`src/irq_prio_pkg.sv`:
```
// constants, register map and field layout of the interrupt priority controller
// What this block does
// - three-bit priority, zero disables, seven highest
// - every priority field resets to level four
// - unimplemented bits ignore writes, read zero
// - uart c: tx 14-12, rx 10-8, err 6-4
// - uart d err, i2c master, i2c slave fields
// - spi event, spi fault, uart d tx, rx
// - capture nine 6-4, compare nine 2-0
// - bit 15 flags a user request held off by level, timed disable or nesting off, with no trap passing
// - bit 13 selects pending or last acknowledged vector
// - cpu level shown in bits 11-8
// - vector field holds vector number minus eight
// - nesting off blocks user-interrupt preemption during service; traps still preempt
// - request stays while flag and enable set
// - return restores saved level and clears in-service
// - traps re-enter until trap flag cleared
// - level seven masks all user interrupts
// - traps at 8-15 are masked only while in service at an equal or higher level
// - timed disable blocks 1-6, not 7
// - request needs enable, flag, nonzero priority
`default_nettype none
package irq_prio_pkg;
  localparam int NSRC = 12;
  localparam logic [3:0] ADDR_UART_C = 4'h0;
  localparam logic [3:0] ADDR_UART_D_I2C = 4'h1;
  localparam logic [3:0] ADDR_SPI_UART_D = 4'h2;
  localparam logic [3:0] ADDR_CAP_CMP = 4'h3;
  localparam logic [3:0] ADDR_STATUS = 4'h4;
  localparam logic [3:0] ADDR_CONTROL = 4'h5;
  localparam logic [2:0] PRIO_RESET = 3'h4;
  localparam logic [3:0] LEVEL_USER_MAX = 4'h7;
  localparam logic [6:0] VECTOR_BASE = 7'h08;
  localparam int BIT_UNACKED = 15;
  localparam int BIT_CAPTURE_SEL = 13;
  localparam int BIT_NESTING_OFF = 15;
  // bit offset of each source's field and its register index
  localparam int FIELD_POS [NSRC] = '{12, 8, 4, 12, 4, 0, 12, 8, 4, 0, 4, 0};
  localparam int FIELD_REG [NSRC] = '{0, 0, 0, 1, 1, 1, 2, 2, 2, 2, 3, 3};
  // vector id of each source, ascending in source order within the block
  localparam logic [6:0] SRC_VECTOR [NSRC] = '{7'h20, 7'h21, 7'h22, 7'h23, 7'h24,
    7'h25, 7'h26, 7'h27, 7'h28, 7'h29, 7'h2A, 7'h2B};
  localparam logic [15:0] TRAP_VECTOR_BASE = 16'h0000;
endpackage
`default_nettype wire
```
`src/irq_prio_ctrl.sv`:
```
// interrupt priority controller: priority fields, arbitration, status
//
// Chosen here: the register offsets and the plain strobed port.
`default_nettype none
module irq_prio_ctrl (
  input wire logic clk,
  input wire logic rst,
  input wire logic [3:0] addr,
  input wire logic [15:0] wdata,
  input wire logic wr,
  input wire logic rd,
  output logic [15:0] rdata,
  input wire logic [11:0] src_flag,
  input wire logic [11:0] src_enable,
  input wire logic [3:0] trap_level,
  input wire logic [2:0] cpu_level_sr,
  input wire logic timed_irq_disable,
  input wire logic irq_ack,
  input wire logic return_from_irq,
  output logic irq_req,
  output logic [6:0] irq_vector,
  output logic [3:0] cpu_level_now,
  output logic in_service
);
  localparam int N = irq_prio_pkg::NSRC;

  typedef struct packed {
    logic [N-1:0][2:0] prio;
    logic capture_sel;
    logic nesting_off;
    logic [3:0] level;
    logic [3:0] saved_level;
    logic [6:0] last_vec;
    logic [15:0] rdata;
    logic busy;
  } state_t;

  state_t s_q, s_d;

  // ==========================================================
  // arbitration
  logic [2:0] best_prio;
  logic [6:0] best_vec;
  logic any_req;
  logic user_ok;
  logic trap_ok;
  logic unacked;
  logic [3:0] eff_level;

  always_comb begin
    best_prio = 3'h0;
    best_vec = 7'h00;
    any_req = 1'b0;
    for (int i = 0; i < N; i++) begin
      // request only when enabled, flagged, nonzero
      if (src_enable[i] && src_flag[i] && s_q.prio[i] != 3'h0) begin
        if (!any_req || s_q.prio[i] > best_prio ||
            (s_q.prio[i] == best_prio && irq_prio_pkg::SRC_VECTOR[i] < best_vec)) begin
          best_prio = s_q.prio[i];
          best_vec = irq_prio_pkg::SRC_VECTOR[i];
        end
        any_req = 1'b1;
      end
    end
    eff_level = (s_q.level > {1'b0, cpu_level_sr}) ? s_q.level : {1'b0, cpu_level_sr};
    user_ok = any_req && ({1'b0, best_prio} > eff_level)
      && !(timed_irq_disable && best_prio != 3'h7)
      && !(s_q.nesting_off && s_q.busy);
    trap_ok = trap_level[3] && (trap_level > s_q.level || !s_q.busy);
    unacked = any_req && !user_ok && !trap_ok;
  end

  assign irq_req = user_ok || trap_ok;
  assign irq_vector = trap_ok ? irq_prio_pkg::TRAP_VECTOR_BASE[6:0] : best_vec;
  assign cpu_level_now = s_q.level;
  assign in_service = s_q.busy;
  assign rdata = s_q.rdata;

  // ==========================================================
  // register file and service tracking
  always_comb begin
    s_d = s_q;
    s_d.rdata = 16'h0000;
    if (wr) begin
      for (int i = 0; i < N; i++) begin
        if (addr == 4'(irq_prio_pkg::FIELD_REG[i]))
          s_d.prio[i] = wdata[irq_prio_pkg::FIELD_POS[i] +: 3];
      end
      if (addr == irq_prio_pkg::ADDR_STATUS)
        s_d.capture_sel = wdata[irq_prio_pkg::BIT_CAPTURE_SEL];
      if (addr == irq_prio_pkg::ADDR_CONTROL)
        s_d.nesting_off = wdata[irq_prio_pkg::BIT_NESTING_OFF];
    end
    if (rd) begin
      for (int i = 0; i < N; i++) begin
        if (addr == 4'(irq_prio_pkg::FIELD_REG[i]))
          s_d.rdata[irq_prio_pkg::FIELD_POS[i] +: 3] = s_q.prio[i];
      end
      if (addr == irq_prio_pkg::ADDR_STATUS) begin
        s_d.rdata[irq_prio_pkg::BIT_UNACKED] = unacked;
        s_d.rdata[irq_prio_pkg::BIT_CAPTURE_SEL] = s_q.capture_sel;
        s_d.rdata[11:8] = s_q.level;
        s_d.rdata[6:0] = s_q.capture_sel ? best_vec - irq_prio_pkg::VECTOR_BASE
                                         : s_q.last_vec - irq_prio_pkg::VECTOR_BASE;
      end
      if (addr == irq_prio_pkg::ADDR_CONTROL)
        s_d.rdata[irq_prio_pkg::BIT_NESTING_OFF] = s_q.nesting_off;
    end
    if (irq_ack && irq_req) begin
      s_d.saved_level = s_q.level;
      s_d.level = trap_ok ? trap_level : {1'b0, best_prio};
      s_d.last_vec = irq_vector;
      s_d.busy = 1'b1;
    end else if (return_from_irq) begin
      s_d.level = s_q.saved_level;
      s_d.busy = 1'b0;
    end
  end

  always_ff @(posedge clk or posedge rst) begin
    if (rst) begin
      s_q <= '0;
      s_q.prio <= {N{irq_prio_pkg::PRIO_RESET}};
    end else begin
      s_q <= s_d;
    end
  end

  // ==========================================================
  // checks
  reset_prio_a: assert property (@(posedge clk) $rose(!rst) |-> s_q.prio[0] == 3'h4)
    else $error("priority not at level four after reset");
  zero_prio_a: assert property (@(posedge clk) disable iff (rst)
    (s_q.prio == '0 && !trap_level[3]) |-> !irq_req)
    else $error("request from disabled source");
  mask_seven_a: assert property (@(posedge clk) disable iff (rst)
    (cpu_level_sr == 3'h7 && !trap_level[3]) |-> !irq_req)
    else $error("user request above level seven mask");
  trap_pass_a: assert property (@(posedge clk) disable iff (rst)
    (trap_level[3] && !s_q.busy) |-> irq_req)
    else $error("trap masked");
  timed_off_a: assert property (@(posedge clk) disable iff (rst)
    (timed_irq_disable && irq_req && !trap_level[3]) |-> best_prio == 3'h7)
    else $error("timed disable let low priority pass");
  nest_off_a: assert property (@(posedge clk) disable iff (rst)
    (s_q.nesting_off && s_q.busy && !trap_level[3]) |-> !irq_req)
    else $error("nesting while disabled");
  restore_lvl_a: assert property (@(posedge clk) disable iff (rst)
    (return_from_irq && !(irq_ack && irq_req)) |=> s_q.level == $past(s_q.saved_level))
    else $error("level not restored");
  ilr_read_a: assert property (@(posedge clk) disable iff (rst)
    (rd && addr == 4'h4) |=> rdata[11:8] == $past(s_q.level) && rdata[7] == 1'b0)
    else $error("status level field wrong");
  unacked_a: assert property (@(posedge clk) disable iff (rst)
    (rd && addr == 4'h4) |=> rdata[15] == $past(unacked))
    else $error("unacked bit wrong");
  unimpl_a: assert property (@(posedge clk) disable iff (rst)
    (rd && addr == 4'h3) |=> rdata[15:7] == 9'h000 && rdata[3] == 1'b0)
    else $error("unimplemented bits nonzero");
endmodule // irq_prio_ctrl
`default_nettype wire

```
`config.mk`:
```
export PLATFORM = sky130hd
export DESIGN_NAME = irq_prio_ctrl
export DESIGN_NICKNAME = d
export VERILOG_FILES = /design/src/irq_prio_pkg.sv /design/src/irq_prio_ctrl.sv
export SDC_FILE = /design/constraint.sdc
export NUM_CORES = 1
export LEC_CHECK = 0
export BUFFER_PORTS_ARGS = -buffer_cell sky130_fd_sc_hd__buf_2
export CAP_MARGIN = 10
export CORE_UTILIZATION = 58
export CTS_CLUSTER_DIAMETER = 80
export CTS_CLUSTER_SIZE = 10
export DETAILED_ROUTE_END_ITERATION = 6
export GPL_ROUTABILITY_DRIVEN = 1
export PLACE_DENSITY_LB_ADDON = 0.2
export SLEW_MARGIN = 20
export SYNTH_ARGS = -nofsm -noshare
export SYNTH_HDL_FRONTEND = slang
export SYNTH_SLANG_ARGS = --single-unit
```
`constraint.sdc`:
```
create_clock -name clk -period 32 [get_ports clk]
set_input_delay 4.8 -clock clk [delete_from_list [all_inputs] [get_ports clk]]
set_output_delay 4.8 -clock clk [all_outputs]
set_load 0.03 [all_outputs]
```
## After elaboration in Yosys (flattened, before gate mapping)

Index checks and enable logic that the tools add are counted.

| storage, ports and cells | value |
|---|---|
| logic and storage cells | 252 |
| register bits | 69 |

| cells by class | value |
|---|---|
| equal/unequal tests | 17 |
| magnitude comparators | 25 |
| $add $sub $neg | 2 |
| reduce and logical (&&, ||, !) cells | 104 |
| multiplexer cells | 85 |

Operator list:

| cell | count |
|---|---|
| two-way mux 7 bit | 26 |
| two-way mux 3 bit | 35 |
| < comparator 6 x 7 -> 1 bit, first input constant | 11 |
| logical AND 1 bit | 44 |
| nonzero test 3 bit | 12 |
| equality test 3 bit | 11 |
| > comparator 3 bit | 11 |
| logical OR 1 bit | 24 |
| two-way mux 4 bit | 5 |
| two-way mux 1 bit | 17 |
| zero test 1 bit | 16 |
| subtractor 7 x 4 -> 7 bit, second input constant | 2 |
| AND reduction 2 bit | 6 |
| equality test 4 x 2 -> 1 bit, second input constant | 2 |
| equality test 4 x 3 -> 1 bit, second input constant | 2 |
| two-way mux 8 bit | 1 |
| two-way mux 6 bit | 1 |
| equality test 4 x 1 -> 1 bit, second input constant | 1 |
| > comparator 3 x 4 -> 1 bit | 1 |
| > comparator 4 x 3 -> 1 bit | 1 |
| > comparator 4 bit | 1 |
| zero test 4 bit | 1 |
| != test 3 bit, second input constant | 1 |
| nonzero test 2 bit | 1 |

## Depth between registers and ports, before layout

Gate-level depths: netlist of the first run.

| depth | value |
|---|---|
| word-level depth | 69 |
| depth in mapped cells | 91 |
| depth with buffers taken out | 88 |

## Worst setup path before layout of the first run

No wires, ideal clock.

| timing path | value |
|---|---|
| kind | input port to output port |
| start | in src_enable[0] |
| end | out irq_req |
| arrival | 20.922 ns |
| cell stages on the path | 82 |
| buffers on the path | 2 |
| path slack | 6.278 ns |
| cells stage by stage | and3_1 -> inv_1 -> ha_1 -> a211oi_1 -> or2_2 -> a21o_1 -> mux2_2 -> ha_1 -> o21ai_0 -> o21a_1 -> nor2_4 -> nor2_1 -> a21oi_1 -> ha_1 -> nand4_1 -> nand2_1 -> o2bb2ai_1 -> a2111oi_0 -> [... 46 more ...] -> maj3_2 -> a311oi_1 -> nand3_1 -> nand2_1 -> a32oi_4 -> ha_1 -> a22oi_1 -> o221a_2 -> and3_1 -> o31ai_1 -> buf_4 -> mux2_2 -> ha_1 -> nand3_1 -> nand2_1 -> or3_1 -> nor2b_1 -> a211oi_1 |

| between the ends | value |
|---|---|
| cells in the longest elaborated chain, start to end | 64 |
| elaborated cells on any way between the ends | 143 |

RTL lines:

| element | line | RTL |
|---|---|---|
| from (decl) | irq_prio_ctrl.sv:14 | `input wire logic [11:0] src_enable,` |
| logical AND 1 bit * (2 in a row) | irq_prio_ctrl.sv:56 | `if (src_enable[i] && src_flag[i] && s_q.prio[i] != 3'h0) begin` |
| parallel branches: the longest is 59 deep, another holds < comparator 6 x 7 -> 1 bit | - |  |
| logical AND 1 bit * | irq_prio_ctrl.sv:67 | `&& !(timed_irq_disable && best_prio != 3'h7)` |
| logical AND 1 bit * | irq_prio_ctrl.sv:68 | `&& !(s_q.nesting_off && s_q.busy);` |
| logical OR 1 bit * | irq_prio_ctrl.sv:73 | `assign irq_req = user_ok \|\| trap_ok;` |
| to (decl) | irq_prio_ctrl.sv:20 | `output logic irq_req,` |

Mark *: on every way between the ends.

## Worst setup path after layout of the first run

Same ends and word-level chain as after synthesis.

==> flow_summary_export.csv, run 1 <==
group,metric,value,unit
outcome,status,"finished clean",
setup_path,worstSetupPathDepth,83,
setup_path,crit_path_end_kind,"primary output",
hold_path,hold_path_depth,1,
timing,min_period,27.92,ns
synth,synth_compound_area_share,24.5,%
setup_path,crit_path_frequent_cell,"ha_1",
synth,netlist_area,5660,um2
setup_path,critPathArrivalTime,23.12,ns
synth,synth_xor_area_share,0,%
timing,relSlewSlack,33.9,%
timing,worst_pin_slew,0.979,ns
route,ant_nets,0,
route,via_per_inst,6.27,
cts,cts-root-buf,"clkbuf_8",
global_routing,grtUsageMet2,51.4,%
setup_path,cp.required,27.20,ns
floorplan,pin_count,87,
cts,clk_pin_slew,0.08,ns
timing,fin_skew,0.0123,ns
power,peakVddDrop,0.0000391,V
synth,synth_top_family_by_area,"compound AO/OA/AOI/OAI gates",
setup_path,crit_family,"compound AO/OA/AOI/OAI gates",
place,portBuffers,80,
timing,setup_viol,0,
synth,syn_inst,614,
cts,clockBufferDepth,2,
synth,ys.flop_type,"dfrtp_1",
place,dp.cells,787,
route,wirelength,15600,um
floorplan,initial_utilization,60.6,%
synth,synth-simple-area-share,15.6,%
floorplan,chipHeight,101,um
finish,antennaDiodeCount,0,
global_routing,met1_usage,46.0,%
global_routing,antenna_found_initial,0,
run,maxCapViolCount,0,
timing,report.final.slew_viol_count,0,
global_routing,grt_use_met3,5.62,%
finish,areaGrowthSynthToFinish,10.2,%
power,finalPower,0.489,mW
cts,insertion_delay,0.35,ns
timing,rsz0062_at_grt,"false",
finish,drive_gt1_share,28.3,%
timing,fin_crit_sh,87.3,%
setup_path,reg2reg_depth,83,
synth,synth_seq_area_share,29.9,%
timing,clock.fmax,0.0358,GHz
route,vias,5045,
synth,synth_fa_ha_area_share,7.81,%
synth,synth_area_leader_cell,"dfrtp_1",
setup_path,start_kind,"primary input",
cts,cts_buffers,9,
cts,ctsHtreeMaxLevel,3,
global_routing,grt_start_max_net_pins,68,
setup_path,cp_slowest_cell,"o21ai_1",
synth,synth_top_area_share,24.3,%
setup_path,critPathMaxFanout,11,
route,drtPass1Iterations,5,
power,p_leak,2.91,nW
synth,ys_ff_latch,67,
setup_path,critPathKind,"in -> out",
place,gp_congestion,0.931,
global_routing,grt_pass1_wl,25000,um
timing,hold_violations,0,
finish,fin_cells,804,
route,wire_per_inst,19.5,um
finish,fin_nets,760,
synth,synth_mux_area_share,14.5,%
route,drc,0,
synth,synth_edf_count,0,
setup_path,max_stage_delay,0.59,ns
synth,synthTopCellsByArea,"dfrtp_1 (24%), mux2_2 (9.6%), ha_1 (7.1%), dfstp_2 (5.6%), mux2i_1 (3.4%)",
power,cellPowerDensity,78.5,nW/um2
cts,tritoncts,"yes",
cts,cts.sinks,67,
cts,cts_setup_buffers,0,
cts,ctsResizeCount,0,
synth,synth_cell_types,81,
floorplan,std_cell_rows,35,
timing,tns,0,ns
place,dp_hpwl,12100,um
synth,async_flop_share,100,%
global_routing,grt-ovfl-total,0,
route,drtIter0Drc,322,
synth,postSynthAreaPerCell,9.21,um2
synth,yosysWarnings,0,
global_routing,grt_pass1_vias,4784,
floorplan,die_w,101,um
cts,ctsHoldBuffers,0,
global_routing,grt.busiest_layer,"met2",
floorplan,dieArea,10100,um2
hold_path,hold_path_class,"reg -> reg",
setup_path,cp.buffers_inverters,5,
global_routing,grt.total_usage,32.4,%
floorplan,fp.coreArea,9330,um2
## logic make-up (layout without fill, tap and decap cells)
group	after synthesis	after routing
AO/OA/AOI/OAI	171	171
adder cells (fa/ha/maj)	36	36
buffers and inverters	90	149
flip-flops	67	67
multiplexers	74	74
other	1	3
AND/OR/NAND/NOR	175	175
## power by group
| group | switching, mW | leakage (nW) | total [mW] | internal [mW] |
|---|---|---|---|---|
| clock | 0.0363 | 0.117 | 0.0825 | 0.0462 |
| combinational | 0.154 | 1.97 | 0.267 | 0.113 |
| sequential | 0.0323 | 0.826 | 0.140 | 0.108 |
| total | 0.223 | 2.91 | 0.489 | 0.267 |
## cell usage after synthesis (all sizes together), types with 4 or more instances
| master | count |
|---|---|
| inv | 48 |
| dfrtp | 55 |
| nor3 | 9 |
| a31oi | 10 |
| clkbuf | 14 |
| mux2 | 54 |
| o211ai | 10 |
| a21o | 12 |
| nor2b | 13 |
| nor4 | 4 |
| and2 | 8 |
| and3 | 7 |
| dfstp | 12 |
| ha | 32 |
| o311ai | 12 |
| or3 | 4 |
| buf | 28 |
| nand3 | 23 |
| o221ai | 6 |
| o21ai | 27 |
| maj3 | 4 |
| mux2i | 19 |
| o311a | 12 |
| or2 | 7 |
| nand2b | 4 |
| nand2 | 42 |
| o31ai | 4 |
| nor2 | 42 |
| a211oi | 8 |
| a21oi | 26 |
| a22oi | 6 |
## registers in the layout (all words and copies together), names as in the netlist
| name | count |
|---|---|
| cpu_level_now | 4 |
| rdata | 15 |
| s_q | 47 |
| in_service | 1 |
## stage by stage
stage	utilization [%]	setup slack, ns	hold WS (ns)	instance area [um2]
CTS	66.7	4.30	0.494	6230
global route	66.8	2.57	0.514	6230
floorplan	-	6.28	0.450	5660
global placement	64.3	4.69	0.464	6000
detailed placement	64.3	4.37	0.476	6000
finish	66.8	4.08	0.498	6230
## worst reg2reg max path: cells and delay by family (launching register included)
kind / cells / cell delay, ns
DFF: 1 / 0.46
muxes: 5 / 1.91
buffers and inverters: 4 / 0.67
adders and majority gates: 14 / 4.02
AOI/OAI and AO/OA: 32 / 7.96
and+or+nand+nor: 28 / 4.40
## layer usage
| layer | routed length [um] | vias up |
|---|---|---|
| met4 | 200 | 0 |
| met3 | 1150 | 19 |
| met5 | 0 | - |
| met2 | 7160 | 203 |
| met1 | 7140 | 2433 |
| li1 | - | 2390 |
## layout by cell type (no fill, tap or decap), types with 22 or more instances in the layout
cell / synthesis / layout
nand2_1: 41 / 41
nand3_1: 22 / 22
o21ai_0: 22 / 22
mux2_2: 48 / 48
inv_1: 48 / 47
nor2_1: 40 / 40
buf_2: 2 / 80
a21oi_1: 26 / 26
dfrtp_1: 55 / 55
ha_1: 32 / 32
## final timing paths
check / start / to / slack, ns
worst min register to register: s_q[17]$_DFFE_PP0P_ / s_q[17]$_DFFE_PP0P_ / 0.50
min in group asynchronous: rst / s_q[37]$_DFFE_PP0P_ / 4.68
worst max-delay path: src_enable[0] / irq_req / 4.08
max in group asynchronous: rst / s_q[40]$_DFFE_PP0P_ / 26.75
worst min-delay path: s_q[17]$_DFFE_PP0P_ / s_q[17]$_DFFE_PP0P_ / 0.50
worst max register to register: s_q[35]$_DFFE_PP0P_ / s_q[25]$_DFFE_PP0P_ / 12.50
## area by class of cell
type | instances | area (um2)
clock buffer | 10 | 138
clock inverter | 6 | 87.6
fill | 808 | 3090
inverter | 48 | 180
multi-input combinational | 459 | 3540
sequential | 67 | 1690
tap | 129 | 161
timing repair buffer | 85 | 438
No activity file was read; power rests on OpenSTA's default activity.
==> run 2: changes to the inputs <==
--- a/config.mk
+++ b/config.mk
@@ -5,7 +5,7 @@
 export SDC_FILE = /design/constraint.sdc
 export NUM_CORES = 1
 export LEC_CHECK = 0
-export BUFFER_PORTS_ARGS = -buffer_cell sky130_fd_sc_hd__buf_2
+export BUFFER_PORTS_ARGS = -buffer_cell sky130_fd_sc_hd__buf_4
 export CAP_MARGIN = 10
 export CORE_UTILIZATION = 58
 export CTS_CLUSTER_DIAMETER = 80
==> run 2 against run 1 <==
Compared with the run above: flip-flop and latch count unchanged; non-clock buffer count unchanged; critical endpoint unchanged; fmax increased by 0.49%.
==> flow_summary_export.csv, run 2 (synthesized netlist as in run 1, its figures left out) <==
group,metric,value,unit
cts,ctsResizeCount,0,
finish,areaGrowthSynthToFinish,13.8,%
setup_path,crit-reg2reg-capture,"s_q[27]$_DFFE_PP0P_",
run,maxCapViolCount,0,
cts,tritoncts,"yes",
timing,relSlewSlack,27.2,%
floorplan,dieArea,10100,um2
place,gp_congestion,0.947,
route,drtIter0Drc,311,
route,drtPass1Iterations,5,
timing,tns,0,ns
route,vias,5178,
route,via_per_inst,6.44,
setup_path,crit_end,"irq_req",
setup_path,cp_slowest_cell,"o21ai_1",
route,wire_per_inst,20.0,um
power,peakVddDrop,0.0000373,V
global_routing,grt_pass1_vias,5002,
timing,rsz0062_at_grt,"false",
setup_path,max_stage_delay,0.60,ns
cts,cts.sinks,67,
cts,cts-root-buf,"clkbuf_8",
setup_path,crit_path_frequent_cell,"ha_1",
timing,min_period,27.79,ns
setup_path,start_kind,"primary input",
setup_path,critPathArrivalTime,22.99,ns
global_routing,grt.total_usage,33.1,%
finish,fin_nets,760,
cts,clk_pin_slew,0.07,ns
power,sw_frac_of_total,45.1,%
power,finalPower,0.498,mW
cts,clockBufferDepth,2,
timing,fin_crit_sh,86.8,%
global_routing,grt_pass1_wl,25600,um
cts,cts_setup_buffers,0,
setup_path,reg2reg_from,"s_q[35]$_DFFE_PP0P_",
timing,report.final.slew_viol_count,0,
setup_path,critPathMaxFanout,11,
setup_path,reg2reg_depth,83,
finish,regMostFlops,"s_q",
finish,drive_gt1_share,28.3,%
finish,antennaDiodeCount,0,
setup_path,crit_start,"src_enable[0]",
place,dp_hpwl,12400,um
timing,hold_violations,0,
power,p_seq_share,28.3,%
finish,fin_cells,804,
setup_path,cp.buffers_inverters,5,
floorplan,chipHeight,101,um
floorplan,pin_count,87,
setup_path,worstSetupPathDepth,83,
global_routing,antenna_found_initial,0,
timing,worst_pin_slew,1.08,ns
route,ant_nets,0,
route,drc,0,
finish,layout_commonest_cell,"buf_4",
floorplan,std_cell_rows,35,
cts,ctsHtreeMaxLevel,3,
floorplan,fp.coreArea,9330,um2
finish,largest_register_ffs,47,
setup_path,critPathKind,"in -> out",
setup_path,r2r_slack,12.54,ns
power,p_leak,2.97,nW
setup_path,crit_path_end_kind,"primary output",
timing,clock.fmax,0.0360,GHz
floorplan,initial_utilization,60.6,%
power,clock_power_share,16.6,%
timing,holdWs,0.494,ns
setup_path,cp.required,27.20,ns
place,dp.cells,787,
global_routing,grt-ovfl-total,0,
cts,insertion_delay,0.36,ns
finish,layout.cells.most_common_list,"buf_4 (85), dfrtp_1 (55), mux2_2 (48), inv_1 (47), nand2_1 (41)",
global_routing,grt_start_max_net_pins,68,
power,cellPowerDensity,77.4,nW/um2
power,p_sw,0.225,mW
finish,n_fill_cell,775,
floorplan,die_w,101,um
setup_path,crit_family,"compound AO/OA/AOI/OAI gates",
hold_path,hold_path_class,"reg -> reg",
outcome,status,"finished clean",
cts,cts_buffers,9,
timing,setup_viol,0,
cts,ctsHoldBuffers,0,
place,portBuffers,80,
route,wirelength,16100,um
power,comb_power_share,55.2,%
timing,fin_skew,0.0138,ns
power,p_int,0.273,mW
## run 2: cell types whose count changed in the layout (fill, tap and decap cells not counted)
cell,before,now
buf_2,80,0
buf_4,5,85
## run 2: area by class of cell
type                       instances  area (um2)  area share (%)
clock buffer                      10         138            2.14
timing repair buffer              85         638            9.92
sequential                        67        1690            26.3
clock inverter                     6        87.6            1.36
inverter                          48         180            2.80
multi-input combinational        459        3540            55.0
tap                              129         161            2.51
## run 2: layer usage
metal	vias to the layer above	global-route usage (%)	wire, um
li1	2396	-	-
met2	219	54.2	7520
met3	26	6.31	1230
met5	-	0	0
met1	2537	44.3	7030
met4	0	10.0	275
## run 2: power by group through the flow
stage,combinational (mW),clock [mW],sequential (mW)
6_report,0.275,0.0824,0.141
5_1_grt,0.302,0.0864,0.144
4_1_cts,0.271,0.0830,0.140
3_5_place_dp,0.269,0,0.141
3_3_place_gp,0.259,0,0.139
2_1_floorplan,0.213,0,0.126
## run 2: worst min path at each step
stage	endpoint	start	cells after the start	slack (ns)
final	s_q[20]$_DFFE_PP0P_	s_q[20]$_DFFE_PP0P_	1	0.49
after global routing	s_q[20]$_DFFE_PP0P_	s_q[20]$_DFFE_PP0P_	1	0.51
after CTS	s_q[17]$_DFFE_PP0P_	s_q[17]$_DFFE_PP0P_	1	0.49
after detailed placement	s_q[20]$_DFFE_PP0P_	s_q[20]$_DFFE_PP0P_	1	0.47
after global placement	s_q[22]$_DFFE_PP0P_	s_q[22]$_DFFE_PP0P_	1	0.47
after floorplan	s_q[20]$_DFFE_PP0P_	s_q[20]$_DFFE_PP0P_	1	0.45
## run 2: through the flow
stage                     instance area [um2]  setup slack [ns]  utilization, %
after CTS                                6430              4.43            68.9
after global placement                   6200              4.66            66.5
final                                    6430              4.21            69.0
after detailed placement                 6200              4.46            66.5
after floorplan                          5660              6.28               -
after global routing                     6430              3.08            69.0
==> run 3: changes to the inputs <==
--- a/config.mk
+++ b/config.mk
@@ -5,12 +5,12 @@
 export SDC_FILE = /design/constraint.sdc
 export NUM_CORES = 1
 export LEC_CHECK = 0
-export BUFFER_PORTS_ARGS = -buffer_cell sky130_fd_sc_hd__buf_4
 export CAP_MARGIN = 10
-export CORE_UTILIZATION = 58
+export CORE_UTILIZATION = 50
 export CTS_CLUSTER_DIAMETER = 80
 export CTS_CLUSTER_SIZE = 10
 export DETAILED_ROUTE_END_ITERATION = 6
+export DONT_BUFFER_PORTS = 1
 export GPL_ROUTABILITY_DRIVEN = 1
 export PLACE_DENSITY_LB_ADDON = 0.2
 export SLEW_MARGIN = 20
==> run 3 against run 2 <==
Compared with the run above: clock-buffer cell count fell by 1; flip-flop and latch count did not move; worst hold slack got worse by 0.0062 ns; global-route usage fell by 5.3 points; non-clock buffer count fell by 79; design area fell by 7.8%; critical path type unchanged.
==> flow_summary_export.csv, run 3 (synthesized netlist as in run 1, its figures left out) <==
group,metric,value,unit
finish,n_fill_cell,1014,
cts,cts_buffers,9,
timing,finalWorstSetupSlack,3.83,ns
global_routing,grt_start_max_net_pins,68,
run,maxCapViolCount,0,
outcome,status,"finished clean",
power,cellPowerDensity,83.3,nW/um2
setup_path,start_kind,"primary input",
finish,layout.cells.most_common_list,"dfrtp_1 (55), mux2_2 (48), inv_1 (47), nand2_1 (41), nor2_1 (40)",
place,postPlaceCellArea,5620,um2
place,preCtsSetupSlack,4.12,ns
cts,clockBufferDepth,2,
setup_path,r2r_slack,12.51,ns
place,dp.cells,719,
route,drt-met1-wl,7070,um
floorplan,dieArea,11700,um2
setup_path,crit_path_end_kind,"primary output",
cts,tritoncts,"yes",
finish,fin_cells,736,
timing,rsz0062_at_grt,"false",
place,portBuffers,0,
route,wire_per_inst,21.1,um
setup_path,crit_start,"src_enable[0]",
route,wirelength,15500,um
floorplan,initial_utilization,51.7,%
floorplan,chipHeight,108,um
setup_path,cp.required,27.20,ns
route,dr_wl_met2,7120,um
finish,postLayoutCellArea,5930,um2
cts,insertion_delay,0.34,ns
cts,ctsHoldBuffers,0,
hold_path,hold_path_class,"reg -> reg",
global_routing,grt_pass1_wl,24600,um
setup_path,crit_end,"irq_req",
cts,cts-root-buf,"clkbuf_16",
finish,multi_input_area,3540,um2
route,wl_met3,1180,um
floorplan,die_w,108,um
global_routing,grt-ovfl-total,0,
power,p_leak,2.60,nW
timing,worst_pin_slew,0.996,ns
route,via_per_inst,6.47,
global_routing,grt_pass1_vias,4664,
timing,setup_viol,0,
setup_path,crit_path_frequent_cell,"ha_1",
timing,holdWs,0.488,ns
setup_path,critPathKind,"in -> out",
finish,largest_register_ffs,47,
cts,ctsHtreeMaxLevel,3,
route,ant_nets,0,
global_routing,antenna_found_initial,0,
setup_path,cp_slowest_cell,"a211oi_1",
route,top_layer,"met4",
route,drtIter0Drc,336,
setup_path,critPathMaxFanout,11,
cts,ctsResizeCount,0,
place,gp_congestion,0.929,
global_routing,grt.total_usage,27.8,%
finish,fin_util,54.3,%
setup_path,reg2reg_from,"s_q[35]$_DFFE_PP0P_",
cts,cts.sinks,67,
timing,tns,0,ns
timing,fin_crit_sh,88.0,%
finish,regMostFlops,"s_q",
setup_path,reg2reg_depth,83,
cts,clk_pin_slew,0.06,ns
timing,min_period,28.17,ns
place,dp_hpwl,11900,um
finish,antennaDiodeCount,0,
power,finalPower,0.494,mW
route,drtPass1Iterations,5,
setup_path,crit-reg2reg-capture,"s_q[27]$_DFFE_PP0P_",
finish,areaGrowthSynthToFinish,4.91,%
timing,clock.fmax,0.0355,GHz
power,peakVddDrop,0.0000567,V
timing,fin_skew,0.00538,ns
floorplan,std_cell_rows,38,
timing,relSlewSlack,33.2,%
finish,drive_gt1_share,18.8,%
setup_path,critPathArrivalTime,23.37,ns
finish,layout_commonest_cell,"dfrtp_1",
route,vias,4761,
timing,hold_violations,0,
setup_path,max_stage_delay,0.83,ns
cts,cts_setup_buffers,0,
route,drc,0,
floorplan,fp.coreArea,10900,um2
finish,fin_nets,681,
floorplan,pin_count,87,
timing,report.final.slew_viol_count,0,
finish,seq_area,1690,um2
-- run 3: cell type report --
cell class	count	share of cell area (%)
Clock inverter	7	1.27
Sequential cell	67	28.5
Clock buffer	9	3.80
Inverter	48	3.04
Tap cell	140	2.95
Timing Repair Buffer	6	0.822
Multi-Input combinational cell	459	59.6
-- run 3: worst min path at each step --
stage / startpoint / end / slack, ns / cells past startpoint
floorplan: s_q[20]$_DFFE_PP0P_ / s_q[20]$_DFFE_PP0P_ / 0.45 / 1
global placement: s_q[17]$_DFFE_PP0P_ / s_q[17]$_DFFE_PP0P_ / 0.46 / 1
detailed placement: s_q[17]$_DFFE_PP0P_ / s_q[17]$_DFFE_PP0P_ / 0.48 / 1
CTS: s_q[17]$_DFFE_PP0P_ / s_q[17]$_DFFE_PP0P_ / 0.49 / 1
global route: s_q[26]$_DFFE_PP0P_ / s_q[26]$_DFFE_PP0P_ / 0.51 / 1
finish: s_q[26]$_DFFE_PP0P_ / s_q[26]$_DFFE_PP0P_ / 0.49 / 1
-- run 3: per-layer routing --
| metal | vias to the layer above | global-route usage (%) |
|---|---|---|
| li1 | 2239 | - |
| met1 | 2355 | 37.7 |
| met2 | 153 | 44.0 |
| met3 | 14 | 6.93 |
| met4 | 0 | 7.43 |
| met5 | - | 0 |
-- run 3: critical path, delay by kind of cell --
family | cells | cell delay (ns)
buffers and inverters | 3 | 0.37
AOI/OAI and AO/OA | 32 | 8.35
adders and majority gates | 14 | 3.95
muxes | 4 | 1.57
and+or+nand+nor | 28 | 4.34
-- run 3: power breakdown --
part | internal, mW | leakage [nW] | switching [mW] | total (mW)
Clock | 0.0607 | 0.138 | 0.0404 | 0.101
Sequential | 0.108 | 0.826 | 0.0415 | 0.149
Combinational | 0.106 | 1.63 | 0.138 | 0.244
